<file path="src/design/hcis_consts.svh">
/*
  offsets, field positions, reset values and counts for the control channel
  interrupt status block; assumes an 8-bit register port with a 9-bit address.
*/
`ifndef HCIS_CONSTS_SVH
`define HCIS_CONSTS_SVH

// ==========================================================
// register offsets
`define HCIS_OFS_SUMMARY   9'h144
`define HCIS_OFS_EVENT     9'h145
`define HCIS_OFS_CTRL      9'h1f0
`define HCIS_OFS_MASK      9'h1f1
`define HCIS_OFS_RESULT    9'h1f2

// ==========================================================
// event flag bit positions
`define HCIS_BIT_TOTAL     7
`define HCIS_BIT_ACK       6
`define HCIS_BIT_FAULT     5
`define HCIS_BIT_COND      4
`define HCIS_BIT_ADONE     1
`define HCIS_BIT_AHALT     0
`define HCIS_EVENT_VALID   8'hf3

// ==========================================================
// control register fields
`define HCIS_BIT_RUN       0
`define HCIS_BIT_ARUN      1
`define HCIS_ACK_LSB       4

// ==========================================================
// reset values and counts
`define HCIS_RST_BYTE      8'h00
`define HCIS_RETRY_LIMIT   2'h3

`endif

</file>
<file path="src/design/hcis_pkg.sv">
/*
  types of the control channel interrupt status block;
  assumes the constants header is compiled alongside.
*/
package hcis_pkg;

  typedef enum logic [4:0] {
    HCIS_IDLE  = 5'b00001,
    HCIS_SETUP = 5'b00010,
    HCIS_DATA  = 5'b00100,
    HCIS_STAT  = 5'b01000,
    HCIS_STOP  = 5'b10000
  } hcis_seq_type;

  typedef enum logic [1:0] {
    HCIS_STG_NONE  = 2'h0,
    HCIS_STG_SETUP = 2'h1,
    HCIS_STG_DATA  = 2'h2,
    HCIS_STG_STAT  = 2'h3
  } hcis_stage_type;

  typedef enum logic [2:0] {
    HCIS_RC_OK    = 3'h0,
    HCIS_RC_STALL = 3'h1,
    HCIS_RC_OVER  = 3'h2,
    HCIS_RC_UNDER = 3'h3,
    HCIS_RC_RETRY = 3'h4
  } hcis_result_type;

endpackage

</file>
<file path="src/design/hcis_top.sv">
/*
  control channel interrupt status: event flags, result code, assist
  sequencer tracking, bulk channel summary bit and interrupt output.
  assumes a transfer engine that reports each transaction end as a one-cycle
  txn_done with its error indications, and a firmware register port with
  read data one cycle after the read strobe.
*/
// What this block does
// - summary bit0 = any enabled bulk flag
// - event flags clear on written one
// - bit7 set on transfer done cleanly
// - with assist, bit7 after all stages
// - bit6 set when ack target reached
// - with assist, ack counts data stage only
// - bit5 set on any retry-class error
// - bit4 on stall, overrun, underrun, three retries
// - clearing run sets bit4, keeps result
// - three-bit result code encoding
// - oversize packet or excess data is overrun
// - crc or stuffing error makes retry
// - short packet toggle mismatch is retry
// - short packet under total is underrun
// - timeout, crc, stuff, pid, toggle are retry
// - bit1 when assist stages all complete
// - stop during good status sets bit1
// - bit0 when assist aborts on error
`include "hcis_consts.svh"

module hcis_top
  import hcis_pkg::*;
(
  input  wire logic       clk,
  input  wire logic       rst_b,
  input  wire logic [8:0] reg_addr,
  input  wire logic [7:0] reg_wdata,
  input  wire logic       reg_wr,
  input  wire logic       reg_rd,
  output logic      [7:0] reg_rdata,
  input  wire logic [7:0] bulk_channel_event_flags,
  input  wire logic [7:0] bulk_channel_event_enables,
  input  wire logic       txn_done,
  input  wire logic       txn_busy,
  input  wire logic [1:0] txn_stage,
  input  wire logic       txn_timeout,
  input  wire logic       txn_crc_err,
  input  wire logic       txn_stuff_err,
  input  wire logic       txn_pid_chk_err,
  input  wire logic       txn_pid_undef,
  input  wire logic       txn_toggle_bad,
  input  wire logic       txn_stall,
  input  wire logic       txn_pkt_over_max,
  input  wire logic       txn_pkt_short,
  input  wire logic       txn_total_over,
  input  wire logic       txn_total_under,
  input  wire logic       xfer_complete,
  output logic            transfer_run,
  output logic            assist_run,
  output logic      [2:0] result_code,
  output logic            irq
);

  // ==========================================================
  // reset release
  logic rst_s1_reg;
  logic rst_b_reg;

  always_ff @(posedge clk or negedge rst_b)
  begin
    if (!rst_b)
    begin
      rst_s1_reg <= 1'b0;
      rst_b_reg  <= 1'b0;
    end
    else
    begin
      rst_s1_reg <= 1'b1;
      rst_b_reg  <= rst_s1_reg;
    end
  end

  // ==========================================================
  // outcome classification
  function automatic hcis_result_type classify(
    input logic timeout, input logic crc, input logic stuff, input logic pidc,
    input logic pidu, input logic tog, input logic stall, input logic omax,
    input logic shrt, input logic tover, input logic tunder);
    // line errors dominate any size condition
    if (crc || stuff || timeout || pidc || pidu)
      classify = HCIS_RC_RETRY;
    else if (stall)
      classify = HCIS_RC_STALL;
    else if (tog && shrt)
      classify = HCIS_RC_RETRY;
    else if (omax || tover)
      classify = HCIS_RC_OVER;
    else if (shrt && tunder)
      classify = HCIS_RC_UNDER;
    else if (tog)
      classify = HCIS_RC_RETRY;
    else
      classify = HCIS_RC_OK;
  endfunction

  hcis_result_type outcome;
  logic            txn_ok;
  logic            txn_retry;
  logic            txn_cond;

  assign outcome = classify(txn_timeout, txn_crc_err, txn_stuff_err, txn_pid_chk_err,
                            txn_pid_undef, txn_toggle_bad, txn_stall, txn_pkt_over_max,
                            txn_pkt_short, txn_total_over, txn_total_under);
  assign txn_ok    = txn_done && (outcome == HCIS_RC_OK);
  assign txn_retry = txn_done && (outcome == HCIS_RC_RETRY);
  assign txn_cond  = txn_done && (outcome == HCIS_RC_STALL || outcome == HCIS_RC_OVER
                                  || outcome == HCIS_RC_UNDER);

  // ==========================================================
  // register writes
  logic       wr_event;
  logic       wr_ctrl;
  logic [7:0] ctrl_reg;
  logic [7:0] mask_reg;
  logic [3:0] ack_target;
  logic       run_cleared;
  logic       arun_set;
  logic       arun_cleared;

  assign wr_event     = reg_wr && reg_addr == `HCIS_OFS_EVENT;
  assign wr_ctrl      = reg_wr && reg_addr == `HCIS_OFS_CTRL;
  assign ack_target   = ctrl_reg[`HCIS_ACK_LSB +: 4];
  assign run_cleared  = wr_ctrl && ctrl_reg[`HCIS_BIT_RUN] && !reg_wdata[`HCIS_BIT_RUN];
  assign arun_set     = wr_ctrl && !ctrl_reg[`HCIS_BIT_ARUN] && reg_wdata[`HCIS_BIT_ARUN];
  assign arun_cleared = wr_ctrl && ctrl_reg[`HCIS_BIT_ARUN] && !reg_wdata[`HCIS_BIT_ARUN];
  assign transfer_run = ctrl_reg[`HCIS_BIT_RUN];
  assign assist_run   = ctrl_reg[`HCIS_BIT_ARUN];

  always_ff @(posedge clk or negedge rst_b_reg)
  begin
    if (!rst_b_reg)
      ctrl_reg <= `HCIS_RST_BYTE;
    else if (wr_ctrl)
      ctrl_reg <= reg_wdata;
  end

  always_ff @(posedge clk or negedge rst_b_reg)
  begin
    if (!rst_b_reg)
      mask_reg <= `HCIS_RST_BYTE;
    else if (reg_wr && reg_addr == `HCIS_OFS_MASK)
      mask_reg <= reg_wdata & `HCIS_EVENT_VALID;
  end

  // ==========================================================
  // result code: holds the last transaction outcome
  logic [2:0] result_reg;

  always_ff @(posedge clk or negedge rst_b_reg)
  begin
    if (!rst_b_reg)
      result_reg <= 3'h0;
    else if (txn_done)
      result_reg <= outcome;
  end

  assign result_code = result_reg;

  // ==========================================================
  // consecutive retry counter
  logic [1:0] retry_cnt_reg;
  logic       retry_limit;

  assign retry_limit = txn_retry && (retry_cnt_reg + 2'h1 == `HCIS_RETRY_LIMIT);

  always_ff @(posedge clk or negedge rst_b_reg)
  begin
    if (!rst_b_reg)
      retry_cnt_reg <= 2'h0;
    else if (txn_done)
      retry_cnt_reg <= (txn_retry && !retry_limit) ? retry_cnt_reg + 2'h1 : 2'h0;
  end

  // ==========================================================
  // assist sequencer tracking
  hcis_seq_type seq_reg;
  logic         assist_active;
  logic         seq_done;
  logic         seq_halt;
  logic         seq_abort;

  assign assist_active = seq_reg != HCIS_IDLE;
  // stall, size errors or retry exhaustion end the control transfer
  assign seq_abort     = txn_cond || retry_limit;

  always_comb
  begin
    seq_done = 1'b0;
    seq_halt = 1'b0;
    case (seq_reg)
      HCIS_SETUP, HCIS_DATA, HCIS_STAT:
      begin
        seq_halt = seq_abort;
        seq_done = txn_ok && txn_stage == HCIS_STG_STAT;
      end
      HCIS_STOP:
      begin
        // the stop ends with the transaction in flight, or at once if none
        if (txn_done)
        begin
          seq_done = txn_ok && txn_stage == HCIS_STG_STAT;
          seq_halt = !seq_done;
        end
        else if (!txn_busy)
          seq_halt = 1'b1;
      end
      default:
      begin
        seq_done = 1'b0;
        seq_halt = 1'b0;
      end
    endcase
  end

  always_ff @(posedge clk or negedge rst_b_reg)
  begin
    if (!rst_b_reg)
      seq_reg <= HCIS_IDLE;
    else
    begin
      case (seq_reg)
        HCIS_IDLE:
          if (arun_set)
            seq_reg <= HCIS_SETUP;
        HCIS_SETUP, HCIS_DATA, HCIS_STAT:
          if (seq_done || seq_halt)
            seq_reg <= HCIS_IDLE;
          else if (arun_cleared)
            seq_reg <= HCIS_STOP;
          else if (txn_ok && txn_stage == HCIS_STG_SETUP)
            seq_reg <= HCIS_DATA;
          else if (txn_done && txn_stage == HCIS_STG_STAT)
            seq_reg <= HCIS_STAT;
        HCIS_STOP:
          if (seq_done || seq_halt)
            seq_reg <= HCIS_IDLE;
        default:
          seq_reg <= HCIS_IDLE;
      endcase
    end
  end

  // ==========================================================
  // ack target counter
  logic [3:0] ack_cnt_reg;
  logic       ack_count_en;
  logic       ack_hit;

  // outside the data stage the sequencer's transactions are not counted
  assign ack_count_en = txn_ok && (!assist_active || txn_stage == HCIS_STG_DATA);
  assign ack_hit      = ack_count_en && ack_target != 4'h0
                        && (ack_cnt_reg + 4'h1 == ack_target);

  always_ff @(posedge clk or negedge rst_b_reg)
  begin
    if (!rst_b_reg)
      ack_cnt_reg <= 4'h0;
    else if (run_cleared || ack_hit)
      ack_cnt_reg <= 4'h0;
    else if (ack_count_en)
      ack_cnt_reg <= ack_cnt_reg + 4'h1;
  end

  // ==========================================================
  // event flags: a set in the clearing cycle wins
  logic [7:0] flag_set;
  logic [7:0] flag_clr;
  logic [7:0] flags_reg;
  logic [7:0] flags_next;

  always_comb
  begin
    flag_set                  = 8'h00;
    flag_set[`HCIS_BIT_TOTAL] = assist_active ? seq_done : xfer_complete;
    flag_set[`HCIS_BIT_ACK]   = ack_hit;
    flag_set[`HCIS_BIT_FAULT] = txn_retry;
    flag_set[`HCIS_BIT_COND]  = txn_cond || retry_limit || run_cleared;
    flag_set[`HCIS_BIT_ADONE] = seq_done;
    flag_set[`HCIS_BIT_AHALT] = seq_halt;
  end

  assign flag_clr   = wr_event ? reg_wdata : 8'h00;
  assign flags_next = ((flags_reg & ~flag_clr) | flag_set) & `HCIS_EVENT_VALID;

  always_ff @(posedge clk or negedge rst_b_reg)
  begin
    if (!rst_b_reg)
      flags_reg <= `HCIS_RST_BYTE;
    else
      flags_reg <= flags_next;
  end

  assign irq = |(flags_reg & mask_reg);

  // ==========================================================
  // read port
  logic summary_bit;

  assign summary_bit = |(bulk_channel_event_flags & bulk_channel_event_enables);

  always_ff @(posedge clk or negedge rst_b_reg)
  begin
    if (!rst_b_reg)
      reg_rdata <= 8'h00;
    else if (reg_rd)
    begin
      case (reg_addr)
        `HCIS_OFS_SUMMARY: reg_rdata <= {7'h00, summary_bit};
        `HCIS_OFS_EVENT:   reg_rdata <= flags_reg;
        `HCIS_OFS_CTRL:    reg_rdata <= ctrl_reg;
        `HCIS_OFS_MASK:    reg_rdata <= mask_reg;
        `HCIS_OFS_RESULT:  reg_rdata <= {5'h00, result_reg};
        default:           reg_rdata <= 8'h00;
      endcase
    end
    else
      reg_rdata <= 8'h00;
  end
endmodule

</file>
<file path="config.mk">
export PLATFORM = sky130hd
export DESIGN_NAME = hcis_top
export DESIGN_NICKNAME = d
export VERILOG_FILES = /design/src/design/hcis_pkg.sv /design/src/design/hcis_top.sv
export VERILOG_INCLUDE_DIRS = /design/src /design/src/design
export SDC_FILE = /design/constraint.sdc
export NUM_CORES = 1
export LEC_CHECK = 0
export BUFFER_PORTS_ARGS = -buffer_cell sky130_fd_sc_hd__buf_2
export CAP_MARGIN = 20
export CELL_PAD_IN_SITES_DETAIL_PLACEMENT = 0
export CELL_PAD_IN_SITES_GLOBAL_PLACEMENT = 1
export CORE_MARGIN = 4
export CORE_UTILIZATION = 39
export DETAILED_ROUTE_END_ITERATION = 6
export PLACE_DENSITY = 0.84
export SLEW_MARGIN = 20
export SYNTH_ARGS = -nofsm -noshare
export SYNTH_HDL_FRONTEND = slang
export SYNTH_SLANG_ARGS = --single-unit
</file>
<file path="constraint.sdc">
create_clock -name clk -period 1.5 [get_ports clk]
set_input_delay 0.075 -clock clk [delete_from_list [all_inputs] [get_ports clk]]
set_output_delay 0.075 -clock clk [all_outputs]
set_load 0.01 [all_outputs]
</file>
==> Yosys cells after proc, flatten, opt, wreduce, memory -nomap -nowiden <==
Cells that the tools add are included.
{ "totals": {"regBits": 44, "in_bits": 53, "output_inout_bits": 14, "elab_cells": 112} }
{ "op_classes": {"addsub": 2, "eq_ne": 23, "mux": 25, "bitwise_logic": 5, "n_reduce_logical": 47} }
{ "op_table": {"columns": ["op", "n"], "rows": [
  ["$eq A9 B9 Y1 const B", 5],
  ["$pmux W8 S5", 1],
  ["$mux W5", 6],
  ["$and A8 B8 Y8", 3],
  ["$logic_and A1 B1 Y1", 22],
  ["$mux W3", 6],
  ["$mux W8", 2],
  ["$reduce_or A8 Y1", 2],
  ["$pmux W5 S3", 1],
  ["$logic_or A1 B1 Y1", 12],
  ["$mux W4", 2],
  ["$not A8 Y8", 1],
  ["$or A8 B8 Y8", 1],
  ["$eq A2 B2 Y1 const B", 3],
  ["$eq A3 B2 Y1 const B", 2],
  ["$logic_not A1 Y1", 6],
  ["$eq A5 B1 Y1 const B", 1],
  ["$eq A5 B2 Y1 const B", 1],
  ["$eq A5 B3 Y1 const B", 1],
  ["$eq A5 B4 Y1 const B", 1],
  ["$eq A5 B5 Y1 const B", 1],
  ["$ne A5 B1 Y1 const B", 1],
  ["$ne A5 B5 Y1 const B", 1],
  ["$add A4 B1 Y4 const B", 1],
  ["other kinds (14)", 19]
]} }

==> Longest topological paths before layout <==
Gate-level depths: netlist (run 1).
{ "logic_depth": {"word_depth": 15, "mapped_depth": 6, "ltp_nobuf": 6} }

==> Worst setup path before layout (run 1) <==
OpenSTA, ideal clock, no wires.
{ "synth_timing": {"path_kind": "register -> register", "from": "register seq_reg[1]", "to": "register ack_cnt_reg[2]", "setup_time_ns": 0.078, "arrival_time_ns": 1.809, "t_required_ns": 1.422, "setup_slack_ns": -0.386, "stages_incl_launch_ff": 6, "path_buffers": 0, "period_less_slack_ns": 1.886, "path_cell_list": "dfrtp_1 or3_1 nor3b_2 o2111ai_2 or3_1 a21oi_1"} }
{ "synth_between": {"elab_chain_cells": 8, "elab_cells_between_ends": 9, "cone_classes": "eq/ne: 1; mux: 1; reduce/logical: 7"} }
{ "synth_lines": {"columns": ["element", "line_no", "source"], "rows": [
  ["start: declaration", "hcis_top.sv:184", "hcis_seq_type seq_reg;"],
  ["start signal: assignment", "hcis_top.sv:226", "seq_reg <= HCIS_IDLE;"],
  ["start signal: assignment", "hcis_top.sv:232", "seq_reg <= HCIS_SETUP;"],
  ["start signal: assignment", "hcis_top.sv:235", "seq_reg <= HCIS_IDLE;"],
  ["$ne A5 B1 Y1 (*)", "hcis_top.sv:190", "assign assist_active = seq_reg != HCIS_IDLE;"],
  ["$logic_not A1 Y1 (*)", "hcis_top.sv:258", "assign ack_count_en = txn_ok && (!assist_active || txn_stage == HCIS_STG_DATA);"],
  ["$logic_or A1 B1 Y1 (*)", "hcis_top.sv:258", null],
  ["$logic_and A1 B1 Y1 (*)", "hcis_top.sv:258", null],
  ["$logic_and A1 B1 Y1", "hcis_top.sv:259", "assign ack_hit = ack_count_en && ack_target != 4'h0"],
  ["$logic_and A1 B1 Y1", "hcis_top.sv:260", "&& (ack_cnt_reg + 4'h1 == ack_target);"],
  ["$logic_or A1 B1 Y1", "hcis_top.sv:266", "else if (run_cleared || ack_hit)"],
  ["$mux W4 or $reduce_bool A2 Y1 (tied branches)", null, null],
  ["end signal: assignment", "hcis_top.sv:269", "ack_cnt_reg <= ack_cnt_reg + 4'h1;"],
  ["end: declaration", "hcis_top.sv:253", "logic [3:0] ack_cnt_reg;"]
]} }
Every way passes the cells marked *; elsewhere a longest branch is shown, timed or not.
A chain may end at the register's enable or synchronous reset.

==> Final worst setup path (run 1) <==
{ "layout_timing": {"from": "register seq_reg[1]", "to": "register ack_cnt_reg[3]"} }
Same word-level chain as after synthesis.

==> flow_summary.json, run 1 <==
{
  "outcome": "finished, violations left",
  "violations": "setup timing",
  "drv_cap": 0,
  "grt_start_max_net_pins": 43,
  "die_area_um2": 7381,
  "crit_path_start_kind": "flip-flop",
  "leakagePower_nw": 1.611,
  "cts_made_buffers": 5,
  "hp-start": "reg_wdata[3]",
  "rr_endpoint": "ack_cnt_reg[3]",
  "hold_depth": 2,
  "grt_antenna_before_repair": 0,
  "critical_path.cell_chain": "or3_4 > nor3b_4 > o2111ai_4 > or3_1 > a21oi_1",
  "htreeDepth": 2,
  "hold_end": "ctrl_reg[3]",
  "routed_via_density": 5.282,
  "wl_per_cell_um": 14.92,
  "critPathMaxStageDelay_ps": 420,
  "port-buffer-count": 66,
  "diodes": 0,
  "fin_ws_ps": -370.0,
  "place_congestion": 0.8477,
  "setup-violations-final": 13,
  "die_h_um": 85.91,
  "hp-class": "in -> reg",
  "critPathMaxFanout": 5,
  "yosysUniqueCellTypes": 60,
  "irDropWorstVdd_mv": 0.5185,
  "yosysSeqAreaShare": 0.4656,
  "layout_min_cycle_time_ps": 1870,
  "vias": 2192,
  "r2r_slack_ps": -370,
  "synth_top_area_cell": "dfrtp_1",
  "cts_tree": "done",
  "synth_area_um2": 2367,
  "yosysWarnings": 0,
  "rows": 28,
  "rsz0062_at_grt": "yes",
  "gr-usage-all-layers": 0.1657,
  "post-route-util": 0.5740,
  "crit_type": "reg -> reg",
  "hold_ws_ps": 8.354,
  "synth_fp_nets": 281,
  "coreArea_um2": 5921,
  "finalCritPeriodShare": 1.247,
  "avgSynthCellArea_um2": 10.47,
  "cp.required_ps": 1720,
  "finalHoldViolCount": 0,
  "endpoint_kind": "flip-flop",
  "max_freq_mhz": 534.8,
  "insertion_delay_ps": 300,
  "layout-drive-gt1-share": 0.4882,
  "cts.clk_slew.worst_paths_ps": 80,
  "synth_edf_count": 0,
  "ys_ff_latch": 44,
  "arrival_ps": 2090,
  "first_iter_violations": 71,
  "fillerInstances": 538,
  "fp.dieW_um": 85.91,
  "ant_nets": 0,
  "cts.sinks": 44,
  "initial_core_util": 0.3998,
  "synthDominantCellAreaShare": 0.4545,
  "multi_input_area_um2": 1359,
  "clockBufferDepth": 2,
  "finalClockSkew_ps": 3.626,
  "synth_area_leaders": "dfrtp_1, mux2_2, a22oi_1",
  "io_pins": 67,
  "syn_inst": 226,
  "finalMaxSlewViolations": 0,
  "dp_hpwl_mm": 4.782,
  "syn2layout_area_growth_pct": 43.55,
  "totalWireLength_mm": 6.190,
  "synth-main-ff-cell": "dfrtp_1",
  "power_density_nw_per_um2": 916.6,
  "post-route-drc-count": 0,
  "dr.pass1.iters": 4,
  "synthArstFlopShare": 1.000,
  "nNetsFinal": 394,
  "crit_slowest_cell": "or3_4",
  "first_global_vias": 2160,
  "grt-ovfl-total": 0,
  "r2r_cells": 5,
  "pre_cts_ws_ps": -360.6,
  "grt_pass1_wl_mm": 9.798,
  "regArea_um2": 1102,
  "timing.rr.start": "seq_reg[1]",
  "cts_root_buf": "clkbuf_8"
}
[routing by layer]
metal | track usage | vias up | routed length (um)
met3 | 0.03362 | 6 | 296
met4 | 0.03453 | 0 | 43
met1 | 0.2166 | 1057 | 2736
met2 | 0.2838 | 59 | 3114
met5 | 0 | - | 0
li1 | - | 1070 | -
[how the worst max path moves through the flow]
stage | from | endpoint | cells after the start
after floorplan | seq_reg[1] | ack_cnt_reg[2] | 5
final | seq_reg[1] | ack_cnt_reg[3] | 5
after detailed placement | txn_crc_err | seq_reg[1] | 6
after CTS | seq_reg[1] | ack_cnt_reg[3] | 5
after global routing | seq_reg[1] | ack_cnt_reg[3] | 5
after global placement | txn_crc_err | seq_reg[1] | 6
[final cells by class]
| type | instances | area share |
|---|---|---|
| Tap cell | 75 | 0.02761 |
| Clock buffer | 7 | 0.02835 |
| Timing Repair Buffer | 111 | 0.2021 |
| Multi-Input combinational cell | 169 | 0.3999 |
| Inverter | 8 | 0.008837 |
| Clock inverter | 1 | 0.008837 |
| Sequential cell | 44 | 0.3244 |
[cells by family (layout without fill, tap and decap cells)]
family                   after synthesis  in the layout  share of synthesized area
flip-flops                            44             44                     0.4656
multiplexers                          22             22                     0.1025
other                                  1              1                   0.001584
XOR/XNOR                               8              8                    0.02960
buffers and inverters                 13            127                    0.02167
AO/OA/AOI/OAI                         57             57                     0.1765
AND/OR/NAND/NOR                       79             79                     0.1919
adder cells (fa/ha/maj)                2              2                    0.01057
[through the flow]
| step | instances | setup TNS [ps] | cell area [um2] | total power, mW |
|---|---|---|---|---|
| floorplan | 226 | -2210 | 2424 | 1.721 |
| global placement | 401 | -4390 | 3138 | 1.984 |
| detailed placement | 401 | -4917 | 3138 | 2.007 |
| CTS | 411 | -3019 | 3282 | 2.995 |
| global route | 415 | -3560 | 3398 | 3.260 |
| finish | 415 | -2573 | 3398 | 3.115 |
[cell usage after synthesis, types with 3 or more instances]
cell and count:
dfrtp_1 43, nor2_1 19, mux2_2 18, a22oi_1 13
nand2_1 13, nand3_1 11, o21ai_0 11, inv_1 8
a21oi_1 6, or3_1 5, mux2i_1 4, nor3_1 4
xnor2_1 4, xor2_1 4, clkbuf_1 3, nand2b_1 3
nor2b_1 3, o2bb2ai_1 3
[cell usage in the layout (no fill, tap or decap), types with 3 or more instances in the layout]
master and instances:
mux2_2 18, nor2_1 15, xor2_1 4, nor3_1 4, nor2b_1 3, mux2i_1 4
nor2_2 3, o21ai_0 9, nand2_1 13, buf_4 42, xnor2_1 4, inv_1 8
o2bb2ai_1 3, or3_1 4, nand3_1 10, buf_2 66, a21oi_1 6, clkbuf_8 7
a22oi_1 13, dfrtp_1 43
[power by group]
part	switching, mW	internal, mW
Combinational	0.380	0.416
Clock	0.407	0.588
Sequential	0.0552	1.27
Total	0.842	2.27
[repair_timing]
item                                   in CTS  in global routing
resized for setup                           0                 19
hold buffers                                1                  0
pin swaps                                   2                  2
buffers inserted                            2                  4
endpoints found under the hold margin       2                  0
setup endpoints to repair                  13                 15
[critical path: cells and delay by family, from the launching register on]
family             cells  cell delay [ps]
and+or+nand+nor        3             1060
DFF                    1              390
AOI/OAI and AO/OA      2              350
(Power assumes the default switching activity.)
==> inputs of run 2 (changes only) <==
--- a/config.mk
+++ b/config.mk
@@ -6,12 +6,13 @@
 export SDC_FILE = /design/constraint.sdc
 export NUM_CORES = 1
 export LEC_CHECK = 0
+export ABC_AREA = 1
 export BUFFER_PORTS_ARGS = -buffer_cell sky130_fd_sc_hd__buf_2
 export CAP_MARGIN = 20
 export CELL_PAD_IN_SITES_DETAIL_PLACEMENT = 0
 export CELL_PAD_IN_SITES_GLOBAL_PLACEMENT = 1
 export CORE_MARGIN = 4
-export CORE_UTILIZATION = 39
+export CORE_UTILIZATION = 37
 export DETAILED_ROUTE_END_ITERATION = 6
 export PLACE_DENSITY = 0.84
 export SLEW_MARGIN = 20
==> flow_summary.json, run 2 <==
{
  "setup_tns_ps": -893.0,
  "syn2layout_area_growth_pct": 37.55,
  "cp.required_ps": 1690,
  "multi_input_area_um2": 1162,
  "fillerInstances": 606,
  "violations": "setup timing",
  "cts.clk_slew.worst_paths_ps": 80,
  "cts_tree": "done",
  "die_area_um2": 7798,
  "synth_top_area_cell": "dfrtp_1",
  "synthDominantCellAreaShare": 0.4510,
  "swShare": 0.3008,
  "clockBufferDepth": 2,
  "initial_core_util": 0.3914,
  "hp-class": "in -> reg",
  "gr-usage-all-layers": 0.1633,
  "fp.dieW_um": 88.31,
  "leakagePower_nw": 1.799,
  "max_freq_mhz": 605.4,
  "routed_via_density": 4.733,
  "layout_commonest_cell": "nand2_1",
  "finalCritPeriodShare": 1.101,
  "insertion_delay_ps": 300,
  "port-buffer-count": 66,
  "grt_antenna_before_repair": 0,
  "die_h_um": 88.31,
  "outcome": "finished, violations left",
  "grt_start_max_net_pins": 19,
  "ant_nets": 0,
  "finalHoldViolCount": 0,
  "wl_per_cell_um": 12.26,
  "synth_area_leaders": "dfrtp_1, nand2_1, inv_1",
  "grt_pass1_wl_mm": 10.07,
  "synth-main-ff-cell": "dfrtp_1",
  "power_density_nw_per_um2": 951.7,
  "cts_root_buf": "clkbuf_8",
  "coreArea_um2": 6096,
  "vias": 2305,
  "endpoint_kind": "flip-flop",
  "p_clk_frac": 0.286,
  "rows": 28,
  "rsz0062_at_grt": "yes",
  "comb_power_share": 0.270,
  "ys_ff_latch": 44,
  "synthArstFlopShare": 1.000,
  "io_pins": 67,
  "irDropWorstVdd_mv": 0.5453,
  "switchingPower_uw": 939.5,
  "setup-violations-final": 9,
  "finalMaxSlewViolations": 0,
  "yosysUniqueCellTypes": 39,
  "first_global_vias": 2300,
  "synth.top_cells.by_count": "nand2_1, inv_1, dfrtp_1, o21ai_0, nor2_1",
  "diodes": 0,
  "cts.sinks": 44,
  "r2r_slack_ps": -150,
  "crit_type": "reg -> reg",
  "cts_made_buffers": 5,
  "place_congestion": 0.7819,
  "seqPwrFrac": 0.444,
  "layout_min_cycle_time_ps": 1652,
  "yosysWarnings": 0,
  "drv_cap": 0,
  "first_iter_violations": 62,
  "synth_edf_count": 0,
  "synth_fp_nets": 358,
  "synth.most_common_cell": "nand2_1",
  "yosysSeqAreaShare": 0.4620,
  "pre_cts_ws_ps": -132.9,
  "crit_path_start_kind": "flip-flop",
  "power.internal_mw": 2.184,
  "nNetsFinal": 466,
  "final_cell_mix": "nand2_1, buf_2, inv_1",
  "layout-drive-gt1-share": 0.3495,
  "post-route-drc-count": 0,
  "finalClockSkew_ps": 8.016,
  "dp_hpwl_mm": 4.779,
  "regArea_um2": 1102,
  "dr.pass1.iters": 5,
  "critPathMaxFanout": 4,
  "synth_area_um2": 2386,
  "syn_inst": 303,
  "totalWireLength_mm": 5.970,
  "htreeDepth": 2,
  "grt-ovfl-total": 0,
  "avgSynthCellArea_um2": 7.875,
  "arrival_ps": 1840,
  "fin_ws_ps": -151.8
}
## run 2: cell count changes after synthesis, moves of 4 or more
| cell | change |
|---|---|
| nand2_1 | +66 |
| nand2_2 | +5 |
| or3_1 | -5 |
| mux2_2 | -16 |
| o21ai_0 | +14 |
| mux2i_1 | -4 |
| nor2_1 | +5 |
| a22oi_1 | -12 |
| inv_1 | +42 |
| nor2_2 | +4 |
## run 2: final timing paths
path / start / cells past startpoint / end
max in group asynchronous: rst_b_reg / 1 / reg_rdata[3]
worst min-delay path: xfer_complete / 3 / flags_reg[7]
worst max-delay path: ack_cnt_reg[1] / 7 / ack_cnt_reg[0]
worst min register to register: rst_b_reg / 0 / seq_reg[2]
min in group asynchronous: rst_b / 2 / rst_s1_reg
worst max register to register: ack_cnt_reg[1] / 7 / ack_cnt_reg[0]
## run 2: through the flow
| step | cells | util | power, mW | cell area [um2] | hold slack [ps] |
|---|---|---|---|---|---|
| final | 487 | 0.5384 | 3.123 | 3282 | 6.435 |
| after global routing | 487 | 0.5384 | 3.336 | 3282 | 18.50 |
| after CTS | 487 | 0.5324 | 3.139 | 3246 | 4.425 |
| after detailed placement | 473 | 0.4986 | 2.192 | 3039 | -135.9 |
| after global placement | 473 | 0.4986 | 2.166 | 3039 | -138.8 |
| after floorplan | 303 | - | 1.857 | 2391 | -220.6 |
## run 2: final cells by class
cell class | instances | share of cell area
sequential | 44 | 0.3359
clock inverter | 2 | 0.01067
clock buffer | 6 | 0.02211
timing repair buffer | 103 | 0.1902
tap | 75 | 0.02859
inverter | 51 | 0.05833
multi-input combinational | 206 | 0.3542
## run 2: power by group through the flow
stage / combinational (mW) / sequential [mW] / clock [mW]
after floorplan: 0.456 / 1.40 / 0
after global placement: 0.772 / 1.39 / 0
after detailed placement: 0.793 / 1.40 / 0
after CTS: 0.839 / 1.38 / 0.917
after global routing: 0.968 / 1.40 / 0.966
final: 0.843 / 1.39 / 0.893
## run 2: cell families (layout without fill, tap and decap cells)
family | Yosys count | in the layout | share of synthesized area
AND/OR/NAND/NOR | 147 | 147 | 0.2874
buffers and inverters | 53 | 162 | 0.08390
AO/OA/AOI/OAI | 48 | 48 | 0.1232
flip-flops | 44 | 44 | 0.4620
XOR/XNOR | 6 | 6 | 0.02202
adder cells (fa/ha/maj) | 2 | 2 | 0.01049
multiplexers | 2 | 2 | 0.009438
other | 1 | 1 | 0.001572
## run 2: repair_timing
action	in CTS	in global routing
resized for setup	9	12
setup buffers	1	0
pin swaps	5	3
endpoints found under the hold margin	6	0
endpoints found under the setup margin	11	11
hold buffers	5	0
## run 2: worst max-delay path: stages (launching register included)
cell and delay (ps):
dfrtp_1 380, ha_2 200, xor2_2 190, xor2_1 160, o2111ai_1 110, or3_4 360
nand2_4 100, nor2_1 50
## run 2: routing by layer
layer,wire [um],up-vias,global-route usage
li1,-,1188,-
met1,2557,1055,0.1998
met2,3068,53,0.2923
met3,255,9,0.03166
met4,88,0,0.04533
met5,0,-,0
